### src/hw/lpwm_pkg.sv
// Constants for the four-channel LED PWM driver bank
package lpwm_pkg;
    localparam int CHANNELS = 4;
    localparam int RATE_W = 3;
    localparam int DUTY_W = 4;
    // Timebase clock
    localparam longint CLK_HZ = 20000000;
    // Sixteen duty slots per period; slot length in cycles = CLK_HZ*4/(16*rate_x4)
    localparam int SLOTS = 16;
    localparam int SLOT_W = 4;
    localparam int CNT_W = 23;
    // Rates stored times four so that 0.25 Hz is a whole number
    localparam longint RATE_X4_0 = 1;
    localparam longint RATE_X4_1 = 2;
    localparam longint RATE_X4_2 = 4;
    localparam longint RATE_X4_3 = 8;
    localparam longint RATE_X4_4 = 512;
    localparam longint RATE_X4_5 = 1024;
    localparam int RATE_SCALE = 4;
    localparam logic [RATE_W-1:0] RATE_CODE_0 = 3'h0;
    localparam logic [RATE_W-1:0] RATE_CODE_1 = 3'h1;
    localparam logic [RATE_W-1:0] RATE_CODE_2 = 3'h2;
    localparam logic [RATE_W-1:0] RATE_CODE_3 = 3'h3;
    localparam logic [RATE_W-1:0] RATE_CODE_4 = 3'h4;
    localparam logic [RATE_W-1:0] RATE_CODE_5 = 3'h5;
    localparam logic [RATE_W-1:0] RATE_RES_A = 3'h6;
    localparam logic [RATE_W-1:0] RATE_RES_B = 3'h7;
    localparam logic [DUTY_W-1:0] DUTY_FULL = 4'hF;
    localparam logic [CNT_W-1:0] CNT_ZERO = 23'h000000;
    localparam logic [CNT_W-1:0] CNT_ONE = 23'h000001;
    localparam logic [SLOT_W-1:0] SLOT_ZERO = 4'h0;
    localparam logic [SLOT_W-1:0] SLOT_ONE = 4'h1;
endpackage

### src/hw/lpwm_driver_bank.sv
// Four independent PWM LED driver channels with rate and duty codes
`timescale 1ns/1ns
module lpwm_driver_bank
    import lpwm_pkg::*;
(
    input wire logic core_clk,
    input wire logic nrst,
    input wire logic [CHANNELS-1:0] pwm_channel_enable,
    input wire logic [CHANNELS*RATE_W-1:0] pwm_rate_code,
    input wire logic [CHANNELS*DUTY_W-1:0] pwm_duty_code,
    output logic [CHANNELS-1:0] ledOut
);
    typedef enum logic [1:0] {
        CH_OFF = 2'b00,
        CH_HOLD = 2'b01,
        CH_START = 2'b10,
        CH_RUN = 2'b11
    } lpwm_state_e;

    // Integer division leaves the two fast rates a fraction of a percent fast
    localparam logic [CNT_W-1:0] SLOT_CYC_0 = CNT_W'(CLK_HZ * RATE_SCALE / (SLOTS * RATE_X4_0));
    localparam logic [CNT_W-1:0] SLOT_CYC_1 = CNT_W'(CLK_HZ * RATE_SCALE / (SLOTS * RATE_X4_1));
    localparam logic [CNT_W-1:0] SLOT_CYC_2 = CNT_W'(CLK_HZ * RATE_SCALE / (SLOTS * RATE_X4_2));
    localparam logic [CNT_W-1:0] SLOT_CYC_3 = CNT_W'(CLK_HZ * RATE_SCALE / (SLOTS * RATE_X4_3));
    localparam logic [CNT_W-1:0] SLOT_CYC_4 = CNT_W'(CLK_HZ * RATE_SCALE / (SLOTS * RATE_X4_4));
    localparam logic [CNT_W-1:0] SLOT_CYC_5 = CNT_W'(CLK_HZ * RATE_SCALE / (SLOTS * RATE_X4_5));

    // One independent slice per pin
    genvar ch;
    generate
        for (ch = 0; ch < CHANNELS; ch = ch + 1) begin : gChan
            logic [RATE_W-1:0] rate;
            logic [DUTY_W-1:0] duty;
            logic enabled;
            logic reserved;
            logic rateSame;

            logic [CNT_W-1:0] slotLen;
            logic lastCyc;
            logic active;
            logic lit;

            lpwm_state_e state_reg;
            lpwm_state_e state_next;
            logic [RATE_W-1:0] rateSeen_reg;

            logic [CNT_W-1:0] cycCnt_reg;
            logic [CNT_W-1:0] cycCnt_next;
            logic [SLOT_W-1:0] slot_reg;
            logic [SLOT_W-1:0] slot_next;

            logic outBit_next;
            logic outBit_reg;

            // Each channel reads only its own slice of the settings
            assign rate = pwm_rate_code[ch*RATE_W +: RATE_W];
            assign duty = pwm_duty_code[ch*DUTY_W +: DUTY_W];
            assign enabled = pwm_channel_enable[ch];
            assign reserved = (rate == RATE_RES_A) || (rate == RATE_RES_B);
            assign rateSame = (rate == rateSeen_reg);

            always_comb begin
                unique case (rate)
                    RATE_CODE_0: begin
                        slotLen = SLOT_CYC_0;
                    end
                    RATE_CODE_1: begin
                        slotLen = SLOT_CYC_1;
                    end
                    RATE_CODE_2: begin
                        slotLen = SLOT_CYC_2;
                    end
                    RATE_CODE_3: begin
                        slotLen = SLOT_CYC_3;
                    end
                    RATE_CODE_4: begin
                        slotLen = SLOT_CYC_4;
                    end
                    RATE_CODE_5: begin
                        slotLen = SLOT_CYC_5;
                    end
                    default: begin
                        slotLen = SLOT_CYC_0;
                    end
                endcase
            end

            assign lastCyc = (cycCnt_reg >= slotLen - CNT_ONE);

            // Enable, leaving a reserved code and a rate change all open a fresh period
            always_comb begin
                unique case (state_reg)
                    CH_OFF: begin
                        if (!enabled) begin
                            state_next = CH_OFF;
                        end else if (reserved) begin
                            state_next = CH_HOLD;
                        end else begin
                            state_next = CH_START;
                        end
                    end
                    CH_HOLD: begin
                        if (!enabled) begin
                            state_next = CH_OFF;
                        end else if (reserved) begin
                            state_next = CH_HOLD;
                        end else begin
                            state_next = CH_START;
                        end
                    end
                    CH_START: begin
                        if (!enabled) begin
                            state_next = CH_OFF;
                        end else if (reserved) begin
                            state_next = CH_HOLD;
                        end else if (rateSame) begin
                            state_next = CH_RUN;
                        end else begin
                            state_next = CH_START;
                        end
                    end
                    CH_RUN: begin
                        if (!enabled) begin
                            state_next = CH_OFF;
                        end else if (reserved) begin
                            state_next = CH_HOLD;
                        end else if (rateSame) begin
                            state_next = CH_RUN;
                        end else begin
                            state_next = CH_START;
                        end
                    end
                endcase
            end

            assign active = (state_next == CH_START) || (state_next == CH_RUN);

            // Cycle counter within the current slot
            always_comb begin
                cycCnt_next = CNT_ZERO;
                if (state_next == CH_RUN) begin
                    if (lastCyc) begin
                        cycCnt_next = CNT_ZERO;
                    end else begin
                        cycCnt_next = cycCnt_reg + CNT_ONE;
                    end
                end
            end

            // Slot index within the period
            always_comb begin
                slot_next = SLOT_ZERO;
                if (state_next == CH_RUN) begin
                    if (lastCyc) begin
                        slot_next = slot_reg + SLOT_ONE;
                    end else begin
                        slot_next = slot_reg;
                    end
                end
            end

            // Output follows the slot being entered, so each slot lasts exactly its length
            // Slots 0..duty are on, so on-time is (duty+1)/16; 1111 is always on
            assign lit = (duty == DUTY_FULL) || (slot_next <= duty);

            always_comb begin
                outBit_next = 1'b0;
                if (active) begin
                    outBit_next = lit;
                end
            end

            always_ff @(posedge core_clk or negedge nrst) begin
                if (!nrst) begin
                    state_reg <= CH_OFF;
                end else begin
                    state_reg <= state_next;
                end
            end

            always_ff @(posedge core_clk or negedge nrst) begin
                if (!nrst) begin
                    rateSeen_reg <= RATE_CODE_0;
                end else begin
                    rateSeen_reg <= rate;
                end
            end

            always_ff @(posedge core_clk or negedge nrst) begin
                if (!nrst) begin
                    cycCnt_reg <= CNT_ZERO;
                end else begin
                    cycCnt_reg <= cycCnt_next;
                end
            end

            always_ff @(posedge core_clk or negedge nrst) begin
                if (!nrst) begin
                    slot_reg <= SLOT_ZERO;
                end else begin
                    slot_reg <= slot_next;
                end
            end

            always_ff @(posedge core_clk or negedge nrst) begin
                if (!nrst) begin
                    outBit_reg <= 1'b0;
                end else begin
                    outBit_reg <= outBit_next;
                end
            end

            assign ledOut[ch] = outBit_reg;
        end
    endgenerate
endmodule

### config.mk
export PLATFORM = sky130hd
export DESIGN_NAME = lpwm_driver_bank
export DESIGN_NICKNAME = d
export VERILOG_FILES = /design/src/hw/lpwm_pkg.sv /design/src/hw/lpwm_driver_bank.sv
export SDC_FILE = /design/constraint.sdc
export NUM_CORES = 1
export LEC_CHECK = 0
export ABC_CLOCK_PERIOD_IN_PS = 2800
export BUFFER_PORTS_ARGS = -buffer_cell sky130_fd_sc_hd__buf_2
export CAP_MARGIN = 30
export CELL_PAD_IN_SITES_DETAIL_PLACEMENT = 0
export CELL_PAD_IN_SITES_GLOBAL_PLACEMENT = 1
export CORE_UTILIZATION = 25
export CTS_CLUSTER_SIZE = 40
export DETAILED_ROUTE_END_ITERATION = 12
export GPL_TIMING_DRIVEN = 0
export MAX_ROUTING_LAYER = met4
export PLACE_DENSITY_LB_ADDON = 0.3
export REMOVE_ABC_BUFFERS = 1
export SYNTH_ARGS = -nofsm -noshare
export SYNTH_HDL_FRONTEND = slang
export SYNTH_SLANG_ARGS = --single-unit
### constraint.sdc
create_clock -name core_clk -period 2.8 [get_ports core_clk]
set_input_delay 0.14 -clock core_clk [delete_from_list [all_inputs] [get_ports core_clk]]
set_output_delay 0.14 -clock core_clk [all_outputs]
set_load 0.02 [all_outputs]
**Word level (Yosys, flattened, before mapping)**

Index checks and enable logic that the tools add are counted.
W data, S select, Z words.

- Reduce and logical (&&, ||, !) cells: 24
- Order comparisons: 8
- Multiplexer cells: 48
- $add $sub $neg: 12
- Equality and inequality tests: 56

Operators by type and width:

| cell | number |
|---|---|
| $pmux W23 S5 | 4 |
| $mux W23 | 8 |
| $add A23 B1 Y23 const B | 4 |
| $ge A23 B23 Y1 | 4 |
| $sub A23 B1 Y23 const B | 4 |
| $eq A3 B3 Y1 const B | 16 |
| $eq A2 B2 Y1 const B | 16 |
| $mux W2 | 16 |
| $mux W4 | 8 |
| $eq A3 B2 Y1 const B | 8 |
| $add A4 B1 Y4 const B | 4 |
| $eq A4 B4 Y1 const B | 4 |
| $le A4 B4 Y1 | 4 |
| $pmux W2 S2 | 4 |
| $reduce_or A2 Y1 | 8 |
| $eq A3 B1 Y1 const B | 4 |
| $eq A3 B3 Y1 | 4 |
| $logic_or A1 B1 Y1 | 12 |
| $eq A2 B1 Y1 const B | 4 |
| $logic_not A2 Y1 | 4 |
| $mux W1 | 8 |

- Logic and storage cells: 168
- Bits in registers: 132
- Output and inout bits: 4
- Bits of input ports: 34

**Depth between registers and ports, before layout**

- Depth in word-level cells: 10
- Gate-level depth with buffers: 23
- Mapped depth without buffers: 22

**Least setup slack after synthesis**

No wires, ideal clock.

- Kind: input to register
- From: input pwm_rate_code[7]
- To: register gChan[2].outBit_reg
- Buffers on the path: 2
- Setup time: 119 ps
- Arrival: 3516 ps
- Required time: 2681 ps
- Stages: 19
- Slack: -835 ps
- Cells stage by stage: clkbuf_1 -> inv_1 -> ha_1 -> clkbuf_1 -> nor4_1 -> nor2_1 -> xnor2_1 -> ha_1 -> nand2_1 -> nor4_2 -> nand2_1 -> o21ai_1 -> nor2_1 -> or3_1 -> a21oi_1 -> ha_1 -> nand4_1 -> nand2_1 -> o21a_1

- Cells in the longest elaborated chain, start to end: 10
- Elaborated cells between the ends (all ways): 26
- Classes of those cells: 1 x add/sub; 2 x order compare; 10 x eq/ne; 10 x mux; 3 x reduce/logical

Ends and longest elaborated chain:

| item | RTL line | text |
|---|---|---|
| start: declaration | lpwm_driver_bank.sv:9 | `input wire logic [CHANNELS*RATE_W-1:0] pwm_rate_code,` |
| branches (longest 6 deep; another with $sub A23 B1 Y23) | - |  |
| $mux W4 * | lpwm_driver_bank.sv:153 | `if (state_next == CH_RUN) begin` |
| via gChan[2].slot_next[3] | lpwm_driver_bank.sv:50 | `logic [SLOT_W-1:0] slot_next;` |
| $le A4 B4 Y1 * | lpwm_driver_bank.sv:164 | `assign lit = (duty == DUTY_FULL) \|\| (slot_next <= duty);` |
| $logic_or A1 B1 Y1 * | lpwm_driver_bank.sv:164 |  |
| $mux W1 * | lpwm_driver_bank.sv:168 | `if (active) begin` |
| via gChan[2].outBit_next | lpwm_driver_bank.sv:52 | `logic outBit_next;` |
| end signal: assignment | lpwm_driver_bank.sv:209 | `outBit_reg <= outBit_next;` |
| end: declaration | lpwm_driver_bank.sv:53 | `logic outBit_reg;` |

Mark *: on every way through the listed nets, which the timed path passes.

**Worst setup path after layout**

- From: input pwm_rate_code[10]
- To: register gChan[3].outBit_reg

- Cells in the longest elaborated chain, start to end: 10
- Elaborated cells between the ends (all ways): 26
- Classes of those cells: 1 x add/sub; 2 x order compare; 10 x eq/ne; 10 x mux; 3 x reduce/logical

Ends and longest elaborated chain:

| item | RTL line |
|---|---|
| branches (longest 6 deep; another with $sub A23 B1 Y23) | - |
| $mux W4 * | lpwm_driver_bank.sv:153 |
| via gChan[3].slot_next[2] | lpwm_driver_bank.sv:50 |
| $le A4 B4 Y1 * | lpwm_driver_bank.sv:164 |
| $logic_or A1 B1 Y1 * | lpwm_driver_bank.sv:164 |
| $mux W1 * | lpwm_driver_bank.sv:168 |
| via gChan[3].outBit_next | lpwm_driver_bank.sv:52 |
| end signal: assignment | lpwm_driver_bank.sv:209 |
| end: declaration | lpwm_driver_bank.sv:53 |

Marks and branches as above.

==> out/metrics.cfg <==
[run_status]
status=finished, violations left
violations=setup timing

[yosys]
synth_cells=1121
synthTopCellsByArea=dfrtp_1 33%, ha_1 17%, xor2_1 6.2%, nor2_1 6.0%, nand2_1 5.0%
synth.avg_cell_area_um2=8.63
ys_types=57
synth_seq_area_share_pct=33.1
synthMuxAreaShare_pct=0.311
synthAdderAreaFrac_pct=17.3
synth_compound_area_share_pct=10.4
ys_ff_latch=128
yosys_warnings=0
synth_top_family_by_area=simple AND/OR/NAND/NOR gates
netlist_area_um2=9670
synthXorXnorAreaFrac_pct=10.5
synth_flop_cell=dfrtp_1
yosys.area.top_type=dfrtp_1
yosys.area_share.simple_pct=24.7
async_flop_share_pct=100
synth_common_cells=154 x nor2_1, 134 x ha_1, 130 x nand2_1
post-synth-top-count-cell=nor2_1
synth_edf_count=0
synth_top_area_share_pct=33.1

[finish]
layout-drive-gt1-share_pct=25.0
diodes=0
syn_to_final_growth_pct=32.8
fin_nets=1433
largest_register_ff_count=92
fin_area_um2=12800

[global_routing]
grt_start_max_net_pins=83
grt_pass1_vias=8058
grt_overflow=0
antenna_found_initial=0
grt_pass1_wl_um=39700
track_usage_pct=12.8

[sta]
finalWorstSetupSlack_ps=-291
finalSetupViolCount=4
maxClockFrequency_mhz=324
tightest_slew_ps=851
min_period_ps=3090
finalMaxSlewViolations=0
fin_crit_sh_pct=110
slew_headroom_pct=42.7
hold_violations=0
fin_skew_ps=13.4
rsz0062_at_grt=true

[clocking]
numCtsBuffers=17
clk_pin_slew_ps=60
insertion_delay_ps=430
clock_sinks=128
cts_tree=done
cts.htree.levels=4
cts_root_buffer=clkbuf_16
clock_path_buffers=2

[min_path]
hp-class=in2reg
hp-start=pwm_duty_code[3]

[setup_path]
arrival_ps=3450
slowest_delay_ps=340
crit_fanout=6
reg2reg_from=gChan[3].cycCnt_reg[19]$_DFF_PN0_
crit_path_cell_trace=buf_16 > clkinv_8 > ha_4 > buf_6 > nor2_2 > o21ai_1 > o21ai_1 > ha_1 > nand2_2 > nor4_4 > a22oi_2 > o211ai_1 > buf_4 > a21oi_4 > or3_1 > a21oi_2 > ha_1 > o21ai_1 > nand2b_1 > a21oi_1 > o21a_1
crit_top_cell=o21ai_1
worstSetupPathType=in2reg
critical_path_buf_inv_count=4
end_kind=register
path_delay_family=compound AO/OA/AOI/OAI gates
setup.worst_path.start=pwm_rate_code[10]
worst-endpoint-required_ps=3160
cp-start-kind=input port
crit_path_top_delay_cell=or3_1

[detailed_routing]
drt_iter0_drc=240
ant_nets=0
route.detailed.drc=0
post_drt_wl_per_cell_um=13.2
via_per_inst=4.50
wl_um=23500
first_pass_iters=4
num_vias=8054

[job]
maxCapViolations=0

[pwr]
p_leak_nw=5.57
peakVddDrop_uv=393
p_total_mw=4.80
powerDensity_nw_per_um2=374

[floorplan]
coreArea_um2=37800
start_util_pct=25.6
io_pins=38
row_count=71
die_area_um2=39500
fp.dieW_um=199
fp.dieH_um=199

[placed_design]
gp_congestion=0.799
portBuffers=37
pre_cts_ws_ps=-1820
placedInstanceArea_um2=10400
hpwlAfterDp_um=15900

[worst reg2reg max path: stages, from the launching register on]
cell	delay (ps)
dfrtp_1	420
ha_1	350
nand4_4	130
buf_4	160
nor2_1	120
a22oi_2	90
o211ai_1	230
buf_4	220
a21oi_4	40
or3_1	340
a21oi_2	180
ha_1	260
o21ai_1	80
nand2b_1	60
a21oi_1	140
o21a_1	140
[per-stage QoR]
stage / utilization, % / TNS [ps] / hold slack, ps / instances
finish: 33.9 / -997 / 11.7 / 1789
global route: 33.9 / -4880 / 19.3 / 1789
global placement: 27.3 / -202650 / 382 / 1636
floorplan: - / -12760 / -156 / 1088
detailed placement: 27.5 / -121940 / 133 / 1639
CTS: 32.4 / -844 / 1.72 / 1757
[layout make-up]
cell class / count / area, um^2
well taps: 511 / 639
repair buffers: 157 / 1410
clock inverters: 14 / 109
clock buffers: 18 / 439
inverters: 48 / 243
multi-input cells: 913 / 6800
flip-flops and latches: 128 / 3200
fillers: 3964 / 25000
[routing by layer]
layer	global-route usage [%]	up-vias	routed length, um
li1	-	4155	-
met1	16.2	3838	11500
met2	20.9	51	11400
met3	2.51	10	413
met4	3.11	0	180
met5	-	-	0
[kinds of logic after synthesis]
family,after synthesis
AOI/OAI and AO/OA,175
adders and majority gates,134
and+or+nand+nor,484
DFF,128
buffers and inverters,81
muxes,3
xor gates and xnor gates,116
[path summary, 6_finish.rpt]
path,slack [ps],depth (start not counted),to
max,-290,21,gChan[3].outBit_reg$_DFF_PN0_
min,10,3,gChan[0].outBit_reg$_DFF_PN0_
max reg2reg,-200,15,gChan[3].outBit_reg$_DFF_PN0_
min reg2reg,480,1,gChan[2].cycCnt_reg[0]$_DFF_PN0_
max in group asynchronous,1760,3,gChan[0].state_reg[1]$_DFF_PN0_
min in group asynchronous,240,2,gChan[1].cycCnt_reg[20]$_DFF_PN0_
[report_power, final]
group / internal, mW / total (mW) / switching, mW
logic: 0.381 / 0.843 / 0.462
clock network: 1.17 / 2.08 / 0.916
registers: 1.87 / 1.87 / 0.00668
total: 3.41 / 4.80 / 1.38
[what timing repair did]
action,4_1_cts,5_1_grt
buffers inserted,70,34
hold buffers,16,0
cloned,1,2
pin swaps,82,60
endpoints found under the hold margin,61,0
endpoints found under the setup margin,107,83
gates resized for setup,164,68
[cell usage in the layout, fill, tap and decap left out, types with 11 or more instances in the layout]
cell type      synthesis  routed
dfrtp_1              128     128
clkbuf_16              0      19
nor2b_1               22      15
nand4_1               28      28
and3_1                24      24
buf_2                  4      25
nand3_1               50      47
ha_4                   0      15
nor2_2                 2      11
a21oi_1               72      59
nor2_4                19      25
a21oi_2                1      11
nor2_1               154     139
o21ai_0               52      32
ha_1                 134     114
inv_1                 44      34
xnor2_1               48      46
o21ai_1                8      20
dlygate4sd3_1          0      16
xor2_1                68      68
nand2_1              130     117
buf_4                  6      92
Power figures use the tool's default switching activity.
